===== config.mk =====
export PLATFORM = sky130hd
export DESIGN_NAME = adc_spi_frame_interface
export DESIGN_NICKNAME = d
export VERILOG_FILES = /design/src/verilog/adc_spi_pkg.sv /design/src/verilog/crc_bit_step.sv /design/src/verilog/word_fifo.sv /design/src/verilog/adc_spi_frame_interface.sv
export VERILOG_INCLUDE_DIRS = /design/src /design/src/verilog
export SDC_FILE = /design/constraint.sdc
export NUM_CORES = 1
export LEC_CHECK = 0
export ABC_CLOCK_PERIOD_IN_PS = 8800
export BUFFER_PORTS_ARGS = -buffer_cell sky130_fd_sc_hd__buf_2
export CAP_MARGIN = 0
export CORE_MARGIN = 8
export CORE_UTILIZATION = 35
export CTS_CLUSTER_DIAMETER = 40
export CTS_CLUSTER_SIZE = 40
export DETAILED_ROUTE_END_ITERATION = 10
export PLACE_DENSITY = 0.51
export SKIP_CTS_REPAIR_TIMING = 1
export SLEW_MARGIN = 20
export SYNTH_ARGS = -nofsm -noshare
export SYNTH_HDL_FRONTEND = slang
export SYNTH_HIERARCHICAL = 1
export SYNTH_SLANG_ARGS = --single-unit

===== constraint.sdc =====
create_clock -name clk -period 8.8 [get_ports clk]
set_input_delay 0.44 -clock clk [delete_from_list [all_inputs] [get_ports clk]]
set_output_delay 0.44 -clock clk [all_outputs]
set_load 0.1 [all_outputs]

===== src/verilog/adc_spi_params.svh =====
// Constants for the serial frame interface of the converter.
`ifndef ADC_SPI_PARAMS_SVH
`define ADC_SPI_PARAMS_SVH

// ==========================================================================
// Word length selections
`define WL_16 2'h0
`define WL_24 2'h1
`define WL_32_ZERO 2'h2
`define WL_32_SIGN 2'h3
`define WL_RESET `WL_24
`define WBITS_16 6'h10
`define WBITS_24 6'h18
`define WBITS_32 6'h20

// ==========================================================================
// Command words and responses
`define CMD_NULL 16'h0000
`define CMD_RESET 16'h0011
`define CMD_STANDBY 16'h0022
`define CMD_WAKEUP 16'h0033
`define CMD_LOCK 16'h0555
`define CMD_UNLOCK 16'h0655
`define RESP_RESET_DONE 16'hFF23
`define RESP_RESET_SHORT 16'h0011
`define OP_RD_REGS 3'h5
`define OP_WR_REGS 3'h3
`define OP_RD_MULTI_ACK 3'h7
`define OP_WR_ACK 3'h2

// ==========================================================================
// CRC
`define CRC_POLY_CCITT 16'h1021
`define CRC_POLY_ANSI 16'h8005
`define CRC_SEED 16'hFFFF

// ==========================================================================
// Status word bit positions
`define STAT_CRC_ERR_BIT 12
`define STAT_RESULT_READY_BIT 0

// ==========================================================================
// Timing
`define CLK_MHZ 250
`define MCLK_PER_CLK 1
`define TIMEOUT_MCLK 32768
`define TIMEOUT_CYC (`TIMEOUT_MCLK / `MCLK_PER_CLK)
`define READY_PULSE_NS 16
`define READY_PULSE_CYC ((`READY_PULSE_NS * `CLK_MHZ + 999) / 1000)

// ==========================================================================
// Conversion buffer
`define CONV_WIDTH 24
`define CONV_DEPTH 4

`endif


===== src/verilog/adc_spi_pkg.sv =====
// Types shared by the serial frame interface.
package adc_spi_pkg;

    // ======================================================================
    // Frame and response selection
    typedef enum logic {FR_IDLE, FR_ACTIVE} frame_t;
    typedef enum logic [1:0] {RS_STATUS, RS_LITERAL, RS_REGISTER} resp_sel_t;

endpackage : adc_spi_pkg


===== src/verilog/crc_bit_step.sv =====
// One serial step of a 16-bit CRC, most significant bit first.
module crc_bit_step (
    input wire logic [15:0] crc_in,
    input wire logic data_bit,
    input wire logic [15:0] poly,
    output logic [15:0] crc_out
);
    // ======================================================================
    // Shift with feedback, no reflection and no final inversion.
    always_comb begin
        crc_out = {crc_in[14:0], 1'h0} ^ ((crc_in[15] ^ data_bit) ? poly : 16'h0000);
    end
endmodule : crc_bit_step


===== src/verilog/word_fifo.sv =====
// Small word FIFO with valid and ready on both sides.
module word_fifo #(
    parameter int WIDTH = 24,
    parameter int DEPTH = 4
) (
    input wire logic clk,
    input wire logic srst,
    input wire logic in_valid,
    output logic in_ready,
    input wire logic [WIDTH-1:0] in_data,
    output logic out_valid,
    input wire logic out_ready,
    output logic [WIDTH-1:0] out_data
);
    localparam int AW = $clog2(DEPTH);

    typedef struct packed {
        logic [DEPTH-1:0][WIDTH-1:0] mem;
        logic [AW-1:0] wr;
        logic [AW-1:0] rd;
        logic [AW:0] cnt;
        logic not_full;
    } fifo_t;

    fifo_t st;
    fifo_t next_st;
    logic push;
    logic take;

    // ======================================================================
    // Storage and pointers
    always_comb begin
        next_st = st;
        push = in_valid && st.not_full;
        take = out_ready && (st.cnt != '0);
        if (push) begin
            next_st.mem[st.wr] = in_data;
            next_st.wr = (st.wr == AW'(DEPTH - 1)) ? '0 : st.wr + 1'h1;
        end
        if (take) begin
            next_st.rd = (st.rd == AW'(DEPTH - 1)) ? '0 : st.rd + 1'h1;
        end
        next_st.cnt = st.cnt + (AW+1)'(push) - (AW+1)'(take);
        // Ready is held in a flop so the source sees a clean level.
        next_st.not_full = (next_st.cnt != (AW+1)'(DEPTH));
    end

    always_ff @(posedge clk) begin
        if (srst) begin
            st <= '0;
            st.not_full <= 1'h1;
        end else begin
            st <= next_st;
        end
    end

    assign in_ready = st.not_full;
    assign out_valid = (st.cnt != '0);
    assign out_data = st.mem[st.rd];
endmodule : word_fifo


===== src/verilog/adc_spi_frame_interface.sv =====
// Serial peripheral frame logic of a single-channel delta-sigma converter.
`include "adc_spi_params.svh"

module adc_spi_frame_interface
    import adc_spi_pkg::*;
#(
    parameter int TIMEOUT_CYCLES = `TIMEOUT_CYC
) (
    input wire logic clk,
    input wire logic srst,
    input wire logic sclk,
    input wire logic cs_n,
    input wire logic din,
    output logic dout,
    output logic dout_oe,
    output logic data_ready_n,
    output logic data_ready_n_oe,
    input wire logic [1:0] word_length_sel,
    input wire logic ready_open_drain_sel,
    input wire logic ready_pulse_format_sel,
    input wire logic rx_crc_en,
    input wire logic crc_type_sel,
    input wire logic timeout_en,
    input wire logic adc_enable,
    input wire logic [15:0] status_word,
    input wire logic [23:0] conv_data,
    input wire logic conv_valid,
    output logic conv_ready,
    output logic [5:0] rd_addr,
    input wire logic [15:0] reg_rdata,
    output logic wr_en,
    output logic [5:0] wr_addr,
    output logic [15:0] wr_data,
    output logic cmd_strobe,
    output logic [15:0] cmd_word,
    output logic device_reset_cmd,
    output logic crc_err_flag
);
    typedef struct packed {
        logic cs_s1, cs_s2, cs_d, sclk_s1, sclk_s2, sclk_d, din_s1, din_s2;
        frame_t frm;
        logic [1:0] wsel;
        logic [5:0] out_bit, in_bit;
        logic [7:0] out_word, in_word, wext, rext;
        logic [31:0] out_sr;
        logic dout, dout_oe;
        logic [15:0] in_sr, cmd, in_crc, out_crc;
        logic crc_bad;
        resp_sel_t rsel;
        logic [15:0] resp;
        logic [5:0] rd_addr, wr_addr;
        logic [15:0] wr_data, cmd_word;
        logic wr_en, cmd_strobe, reset_cmd, crc_err, pop;
        logic rdy, brief, unread, rdy_pin, rdy_oe;
        logic [3:0] rdy_cnt;
        logic [15:0] timer;
    } state_t;

    state_t st;
    state_t next_st;

    logic fifo_valid;
    logic fifo_ready;
    logic [23:0] fifo_data;
    logic [15:0] poly;
    logic [15:0] in_crc_step;
    logic [15:0] out_crc_step;
    logic [5:0] wbits;
    logic [7:0] frame_words;
    logic [7:0] conv_idx;
    logic [15:0] stat;
    logic [31:0] tx_word;
    logic tx_bit;
    logic rise;
    logic fall;
    logic cs_rise;
    logic go_idle;
    logic conv_done;
    logic new_res;
    logic complete;
    logic [15:0] w16;

    // ======================================================================
    // Conversion buffer and CRC engines
    word_fifo #(.WIDTH(`CONV_WIDTH), .DEPTH(`CONV_DEPTH)) u_fifo (
        .clk(clk),
        .srst(srst),
        .in_valid(conv_valid),
        .in_ready(fifo_ready),
        .in_data(conv_data),
        .out_valid(fifo_valid),
        .out_ready(st.pop),
        .out_data(fifo_data)
    );

    assign poly = crc_type_sel ? `CRC_POLY_ANSI : `CRC_POLY_CCITT;

    crc_bit_step u_crc_in (
        .crc_in(st.in_crc),
        .data_bit(st.din_s2),
        .poly(poly),
        .crc_out(in_crc_step)
    );

    crc_bit_step u_crc_out (
        .crc_in(st.out_crc),
        .data_bit(tx_bit),
        .poly(poly),
        .crc_out(out_crc_step)
    );

    // ======================================================================
    // Frame geometry
    always_comb begin
        unique case (st.wsel)
            `WL_16: wbits = `WBITS_16;
            `WL_24: wbits = `WBITS_24;
            default: wbits = `WBITS_32;
        endcase
        frame_words = 8'h03 + ((st.wext > st.rext) ? st.wext : st.rext);
        conv_idx = st.rext + 8'h01;
        stat = status_word;
        stat[`STAT_CRC_ERR_BIT] = st.crc_err;
        stat[`STAT_RESULT_READY_BIT] = fifo_valid;
    end

    // ======================================================================
    // Outgoing word selection
    always_comb begin
        tx_word = '0;
        if (st.out_word == 8'h00) begin
            unique case (st.rsel)
                RS_STATUS: tx_word = {stat, 16'h0000};
                RS_LITERAL: tx_word = {st.resp, 16'h0000};
                RS_REGISTER: tx_word = {reg_rdata, 16'h0000};
            endcase
        end else if (st.out_word == frame_words - 8'h01) begin
            tx_word = {st.out_crc, 16'h0000};
        end else if (st.out_word <= st.rext) begin
            tx_word = {reg_rdata, 16'h0000};
        end else if (st.out_word == conv_idx && adc_enable && fifo_valid) begin
            unique case (st.wsel)
                `WL_16: tx_word = {fifo_data[23:8], 16'h0000};
                `WL_32_SIGN: tx_word = {{8{fifo_data[23]}}, fifo_data};
                default: tx_word = {fifo_data, 8'h00};
            endcase
        end
        tx_bit = (st.out_bit == 6'h00) ? tx_word[31] : st.out_sr[31];
    end

    // ======================================================================
    // Next state
    always_comb begin
        next_st = st;
        next_st.wr_en = 1'h0;
        next_st.cmd_strobe = 1'h0;
        next_st.reset_cmd = 1'h0;
        next_st.pop = 1'h0;
        conv_done = 1'h0;
        go_idle = 1'h0;
        complete = 1'h0;
        w16 = {st.in_sr[14:0], st.din_s2};

        // Pins from the host cross in through two flops each.
        next_st.cs_s1 = cs_n;
        next_st.cs_s2 = st.cs_s1;
        next_st.cs_d = st.cs_s2;
        next_st.sclk_s1 = sclk;
        next_st.sclk_s2 = st.sclk_s1;
        next_st.sclk_d = st.sclk_s2;
        next_st.din_s1 = din;
        next_st.din_s2 = st.din_s1;
        rise = st.sclk_s2 && !st.sclk_d;
        fall = !st.sclk_s2 && st.sclk_d;
        cs_rise = st.cs_s2 && !st.cs_d;
        next_st.dout_oe = !st.cs_s2;

        if (st.frm == FR_IDLE) begin
            next_st.wsel = word_length_sel;
        end else begin
            next_st.timer = st.timer + 16'h0001;
            // A stuck select line cannot hang the interface forever.
            if (timeout_en && st.timer >= 16'(TIMEOUT_CYCLES - 1)) begin
                go_idle = 1'h1;
            end
        end

        // Transmit side.
        if (!st.cs_s2 && rise) begin
            if (st.frm == FR_IDLE) begin
                next_st.frm = FR_ACTIVE;
                next_st.timer = 16'h0000;
            end
            next_st.dout = tx_bit;
            next_st.out_sr = (st.out_bit == 6'h00) ? {tx_word[30:0], 1'h0}
                                                   : {st.out_sr[30:0], 1'h0};
            if (st.out_word != frame_words - 8'h01) begin
                next_st.out_crc = out_crc_step;
            end
            if (st.out_bit == 6'h00) begin
                if (st.out_word == 8'h00 && st.rsel == RS_STATUS) begin
                    next_st.crc_err = 1'h0;
                end
                if (st.out_word != 8'h00 && st.out_word <= st.rext) begin
                    next_st.rd_addr = st.rd_addr + 6'h01;
                end
                if (st.out_word == conv_idx) begin
                    next_st.pop = fifo_valid && adc_enable;
                    next_st.unread = 1'h0;
                end
            end
            if (st.out_bit == wbits - 6'h01) begin
                next_st.out_bit = 6'h00;
                next_st.out_word = st.out_word + 8'h01;
                conv_done = (st.out_word == conv_idx);
            end else begin
                next_st.out_bit = st.out_bit + 6'h01;
            end
        end

        // Receive side.
        if (!st.cs_s2 && fall && st.frm == FR_ACTIVE) begin
            next_st.in_sr = w16;
            if (st.in_word < st.wext + 8'h01) begin
                next_st.in_crc = in_crc_step;
            end
            if (st.in_bit == 6'h0F) begin
                if (st.in_word == 8'h00) begin
                    next_st.cmd = w16;
                    if (w16[15:13] == `OP_WR_REGS) begin
                        next_st.wext = {1'h0, w16[6:0]} + 8'h01;
                    end
                end else if (st.in_word <= st.wext) begin
                    // Writes go out as received, so they stand even on a bad CRC.
                    next_st.wr_en = 1'h1;
                    next_st.wr_addr = st.cmd[12:7] + 6'(st.in_word - 8'h01);
                    next_st.wr_data = w16;
                end else if (st.in_word == st.wext + 8'h01) begin
                    next_st.crc_bad = rx_crc_en && (w16 != st.in_crc);
                end
            end
            if (st.in_bit == wbits - 6'h01) begin
                next_st.in_bit = 6'h00;
                next_st.in_word = st.in_word + 8'h01;
            end else begin
                next_st.in_bit = st.in_bit + 6'h01;
            end
        end

        // Command decode at the end of the frame.
        if (cs_rise && st.frm == FR_ACTIVE) begin
            go_idle = 1'h1;
            complete = (st.in_word >= frame_words);
            next_st.rsel = RS_LITERAL;
            next_st.rext = 8'h00;
            if (st.crc_bad) begin
                next_st.crc_err = 1'h1;
                next_st.rsel = RS_STATUS;
            end else if (st.cmd == `CMD_RESET) begin
                next_st.reset_cmd = complete;
                next_st.resp = complete ? `RESP_RESET_DONE : `RESP_RESET_SHORT;
            end else if (st.cmd[15:13] == `OP_RD_REGS) begin
                next_st.rd_addr = st.cmd[12:7];
                if (st.cmd[6:0] == 7'h00) begin
                    next_st.rsel = RS_REGISTER;
                end else begin
                    next_st.resp = {`OP_RD_MULTI_ACK, st.cmd[12:0]};
                    next_st.rext = {1'h0, st.cmd[6:0]} + 8'h01;
                end
            end else if (st.cmd[15:13] == `OP_WR_REGS) begin
                next_st.resp = {`OP_WR_ACK, st.cmd[12:0]};
            end else if (st.cmd == `CMD_STANDBY || st.cmd == `CMD_WAKEUP ||
                         st.cmd == `CMD_LOCK || st.cmd == `CMD_UNLOCK) begin
                next_st.resp = st.cmd;
                next_st.cmd_word = st.cmd;
                next_st.cmd_strobe = complete;
            end else begin
                next_st.rsel = RS_STATUS;
            end
        end

        if (go_idle) begin
            next_st.frm = FR_IDLE;
            next_st.out_bit = 6'h00;
            next_st.out_word = 8'h00;
            next_st.in_bit = 6'h00;
            next_st.in_word = 8'h00;
            next_st.wext = 8'h00;
            next_st.cmd = `CMD_NULL;
            next_st.crc_bad = 1'h0;
            next_st.in_crc = `CRC_SEED;
            next_st.out_crc = `CRC_SEED;
            next_st.timer = 16'h0000;
        end

        // Data ready generation.
        new_res = conv_valid && fifo_ready;
        if (st.brief) begin
            next_st.brief = 1'h0;
            next_st.rdy = 1'h0;
        end
        if (st.rdy_cnt != 4'h0) begin
            next_st.rdy_cnt = st.rdy_cnt - 4'h1;
            if (st.rdy_cnt == 4'h1) begin
                next_st.rdy = 1'h1;
            end
        end
        if (conv_done && !ready_pulse_format_sel) begin
            next_st.rdy = 1'h1;
        end
        if (new_res) begin
            if (!ready_pulse_format_sel) begin
                // A still-low line goes high for one cycle so the host sees an edge.
                if (!st.rdy) begin
                    next_st.rdy = 1'h1;
                    next_st.brief = 1'h1;
                end else begin
                    next_st.rdy = 1'h0;
                end
            end else if (st.unread) begin
                next_st.unread = 1'h0;
            end else begin
                next_st.rdy = 1'h0;
                next_st.rdy_cnt = 4'(`READY_PULSE_CYC);
                next_st.unread = 1'h1;
            end
        end
        next_st.rdy_pin = ready_open_drain_sel ? 1'h0 : next_st.rdy;
        next_st.rdy_oe = ready_open_drain_sel ? !next_st.rdy : 1'h1;
    end

    // ======================================================================
    // State register
    always_ff @(posedge clk) begin
        if (srst) begin
            st <= '0;
            st.cs_s1 <= 1'h1;
            st.cs_s2 <= 1'h1;
            st.cs_d <= 1'h1;
            st.frm <= FR_IDLE;
            st.wsel <= `WL_RESET;
            st.rsel <= RS_STATUS;
            st.in_crc <= `CRC_SEED;
            st.out_crc <= `CRC_SEED;
            st.rdy <= 1'h1;
            st.rdy_pin <= 1'h1;
            st.rdy_oe <= 1'h1;
        end else begin
            st <= next_st;
        end
    end

    assign dout = st.dout;
    assign dout_oe = st.dout_oe;
    assign data_ready_n = st.rdy_pin;
    assign data_ready_n_oe = st.rdy_oe;
    assign conv_ready = fifo_ready;
    assign rd_addr = st.rd_addr;
    assign wr_en = st.wr_en;
    assign wr_addr = st.wr_addr;
    assign wr_data = st.wr_data;
    assign cmd_strobe = st.cmd_strobe;
    assign cmd_word = st.cmd_word;
    assign device_reset_cmd = st.reset_cmd;
    assign crc_err_flag = st.crc_err;
endmodule : adc_spi_frame_interface


== Word level (Yosys, flattened, before mapping) ==
Cells that the tools add are included.

* Add/subtract/negate cells: 20
* Multiply operators: 0
* Div/mod/pow operators: 0
* Magnitude comparators: 9
* Equal/unequal tests: 25
* Shifts and indexed selects: 0
* Mux-type cells: 79
* Bitwise gates (word level): 18
* Reductions and logical operators: 53

{| class="wikitable"
|+ Operators by type and width
! cell !! count
|-
| 2-to-1 mux 16 bit || 11
|-
| 2-to-1 mux 32 bit || 5
|-
| bitwise mux 96 bit || 1
|-
| case mux 32 bit (3 select lines) || 1
|-
| case mux 31 bit (2 select lines) || 1
|-
| 2-to-1 mux 6 bit || 9
|-
| binary-select mux 24 bit (select 2 bit) || 1
|-
| demux 24 bit (select 2 bit) || 1
|-
| 2-to-1 mux 24 bit || 2
|-
| 2-to-1 mux 8 bit || 5
|-
| adder 8 x 1 -> 8 bit, second input constant || 4
|-
| equality test 16 x 11 -> 1 bit, second input constant || 2
|-
| equality test 16 x 6 -> 1 bit, second input constant || 2
|-
| XOR 16 bit || 2
|-
| 2-to-1 mux 1 bit || 27
|-
| equality test 8 bit || 3
|-
| adder 6 x 1 -> 6 bit, second input constant || 3
|-
| logical AND 1 bit || 18
|-
| 2-to-1 mux 18 bit || 1
|-
| adder 16 x 1 -> 16 bit, second input constant || 1
|-
| adder 7 x 1 -> 8 bit, second input constant || 2
|-
| equality test 16 x 5 -> 1 bit, second input constant || 1
|-
| greater-or-equal comparator 16 x 15 -> 1 bit, second input constant || 1
|-
| less-or-equal comparator 8 bit || 2
|-
| other kinds (46) || 98
|}

* Register bits: 349
* Latch bits: 0
* RAM bits: 0
* Bits in read-only memories: 0
* Input bits: 70
* Output and inout bits: 53
* Logic and storage cells: 254
* Memories kept: 0

== Longest topological paths before layout ==
* Depth after elaboration: 12
* Depth in mapped cells: 28
* Depth with buffers taken out: 25

== Cells and area by module ==
Netlist, hierarchy kept.

{| class="wikitable"
|+ Modules (own cells, without submodules)
! module !! instances !! cells an instance !! area each (um2) !! seq. area each (um2)
|-
| adc_spi_frame_interface || 1 || 1,648 || 13,519.2 || 4,884.7
|-
| word_fifo || 1 || 497 || 4,431.8 || 2,082.0
|-
| crc_bit_step || 2 || 33 || 225.2 || 0.0
|}

== Least setup slack after synthesis ==
No wires, ideal clock.

* Kind: flip-flop to flip-flop
* Start point: reg, netlist name st[194]
* End point: reg, netlist name st[105]
* Setup time: 0.137 ns
* Arrival time: 5.309 ns
* Data required time: 8.663 ns
* Setup slack: 3.354 ns
* Cell stages (with the launch flop): 27
* Path buffers: 3
* Period minus slack after synthesis: 5.446 ns
* Cells stage by stage: dfxtp_1 > inv_1 > ha_1 > a21oi_1 > a21oi_1 > o21ai_2 > nor2_1 > a21oi_1 > ha_1 > nand4_1 > or2_2 > and4_4 > buf_6 > nor4_4 > xnor3_1 > or3_1 > nand3_1 > and4_1 > buf_4 > mux2i_1 > nand2_1 > xor2_2 > buf_6 > nand2_1 > xnor2_1 > nand3_1 > nand3_1

==> metrics <==
count leader, synth nand2_1; vias per inst slightly above 5; proportion of layout cells with a drive suffix above 1 0.139; Cells on Worst Hold Path 2; Fmax 141 MHz; worst slack, placed about 1.8 ns; Post-synth ARST share 0; CP Data Required Time 9.22 ns; leading area contributor after synthesis dfxtp_1; Layout area overhead 17.3%; most frequent cells after synthesis nand2_1 (376), dfxtp_1 (348), a21oi_1 (225), nor2_1 (181), nand3_1 (100); top cell type's share of synthesized area 0.379; Hold Fails Final Rpt 0; Routed Antenna Nets 0; # fillers between 5000 and 6000; Synth Cell Area 18400 um2; Root Buffer clkbuf_16; cts bufs inserted 68; Seq cells post-synth ~350; Final min period 7.07 ns; post-synth cell types 80; Initial Util 0.352; RSZ-0062 raised after global routing false; PD cells between 200 and 250 nW/um2; setup TNS 0 ns; Die W ~250 um; crit end category flip-flop; Area contributors post-synth dfxtp_1 (38%), nand2_1 (7.7%), a21oi_1 (6.1%); post-synthesis cell count roughly 2200; ys flop type dfxtp_1; Vias roughly 15000; io pins approximately 120; Post-synth EDFFs 0; drt drc 0; Leak 8.64 nW; initial antenna violation count 0; VDD IR max approximately 150 uV; clock slew at reported path FFs about 0.040 ns; vias in the first global route about 15000; Max Slew Vio Count 0; total grt overflow 0; clock tree buffer depth 3; Min-Delay Path Class input port to flip-flop; CP arrival between 7 and 8 ns; DRT iter0 DRCs between 900 and 1000; GRT Util Overall 0.172; std cell rows 84; Placer Congestion 0.849; final setup vio count 0; largest net degree at the start of global routing 91; CP Launch Type flip-flop; clk_lat worst skew 0.60 ns; r2r worst-path depth 23; max-cap viol count 0; Post-Route WL ~52 mm; crit path kind flip-flop to flip-flop; Nets approximately 2400; drt first pass iters 4; first-pass GRT wire length around 84 mm; Die ar. between 60000 and 70000 um2; relative slew slack 0.276; final worst setup slack between 1.5 and 2 ns; CTS sink count approximately 350; Tightest Pin Transition about 1.1 ns; Port Buffer Count 120; run status finished clean; worst clock skew about 0.025 ns; die height roughly 250 um; DP HPWL approximately 36 mm; synth warn 6; Tcrit/Tclk final 0.803; wire per inst around 17 um; area of the core about 52000 um2; Seq/Total Area, Yosys 0.379; TritonCTS clock tree built; # H-tree levels 3; Syn Area/Cell between 8 and 9 um2; Critical Path Fanout Max 17
worst max-delay path, cell delays in order (launching register included):
cell	delay [ns]
dfxtp_1	0.48
inv_1	0.18
ha_1	0.37
a21oi_1	0.30
a21oi_1	0.20
o21ai_2	0.41
nor2_1	0.08
a21oi_1	0.41
ha_1	0.31
nand4_1	0.10
or2_2	0.29
and4_4	0.22
nor4_4	0.34
xnor3_1	0.40
or3_1	0.38
nand3_1	0.09
and4_1	0.75
mux2i_1	0.31
nand2_1	0.12
xor2_2	0.66
nand2_1	0.16
xnor2_1	0.16
nand3_1	0.07
nand3_1	0.08
power breakdown:
group	switching, W	internal [W]	total [W]
Combinational	0.000192	0.000108	0.000301
Clock	0.000912	0.00181	0.00272
Sequential	0.0000292	0.00162	0.00165
per-layer routing:
layer / global-route usage / wire length [um] / share of wire
met3: 0.0377 / 2450 / 0.047
met1: 0.217 / 23300 / 0.44
met2: 0.283 / 24800 / 0.47
met4: 0.0694 / 1820 / 0.035
met5: 0 / 0 / 0
cell usage in the layout, fill, tap and decap left out, drive strengths merged, types with 4 or more instances in the layout:
cell	instances
or2	10
nor2b	17
nor2	181
clkinv	11
dfxtp	348
a211oi	16
nor4	14
buf	148
a31oi	13
mux2i	84
and4	6
nand3b	4
mux4	24
o21ai	58
nand4	41
nand2b	14
a211o	4
xnor2	72
conb	24
a21o	7
inv	94
xor2	65
a22oi	24
o31ai	18
nor3	23
a22o	8
mux2	5
nand2	379
o21a	4
nand3	100
bufinv	10
ha	85
o22ai	13
and3	21
clkbuf	86
or3	8
a21oi	225
and2	14
registers in the layout (all words and copies together), names as in the netlist:
| name | count |
|---|---|
| wr_en | 1 |
| u_fifo/st | 103 |
| device_reset_cmd | 1 |
| data_ready_n | 1 |
| crc_err_flag | 1 |
| next_st | 5 |
| wr_addr | 6 |
| st | 187 |
| rd_addr | 6 |
| cmd_word | 16 |
| dout | 1 |
| dout_oe | 1 |
| data_ready_n_oe | 1 |
| wr_data | 16 |
| cmd_strobe | 1 |
| u_fifo/in_ready | 1 |
layout make-up:
cell class	instances	area, um2	share of cell area
diodes	1	2.50	0.000116
multi-input cells	1618	10200	0.474
clock buffers	86	1860	0.0861
well taps	688	861	0.0399
inverters	81	304	0.0141
flip-flops and latches	348	6970	0.323
repair buffers	148	817	0.0379
clock inverters	35	547	0.0253
stage by stage:
stage	instance area [um2]	util	power (W)	hold WS [ns]	std cells
final	21600	0.413	0.00467	0.0468	3005
after global routing	21600	0.413	0.00484	0.0309	3004
after CTS	21600	0.413	0.00473	0.0154	3004
after detailed placement	19200	0.367	0.00198	0.439	2883
after global placement	19200	0.367	0.00198	0.435	2883
after floorplan	18500	-	0.00189	0.389	2233
path summary, 6_finish.rpt:
check                     from            to  slack (ns)
setup / recovery       st[194]       st[105]        1.73
setup reg to reg       st[194]       st[105]        1.73
hold reg to reg   next_st[244]  next_st[243]        0.45
hold / removal            cs_n  next_st[244]        0.05
kinds of logic (layout without fill, tap and decap cells):
group | after synthesis | after routing | share of synthesized area
DFF | 348 | 348 | 0.379
xor gates and xnor gates | 140 | 140 | 0.0698
adders and majority gates | 87 | 87 | 0.0600
buffers and inverters | 267 | 350 | 0.0731
other | 2 | 25 | 0.000408
and+or+nand+nor | 847 | 847 | 0.209
AOI/OAI and AO/OA | 407 | 407 | 0.129
muxes | 113 | 113 | 0.0798
No activity file was read; power rests on OpenSTA's default activity.
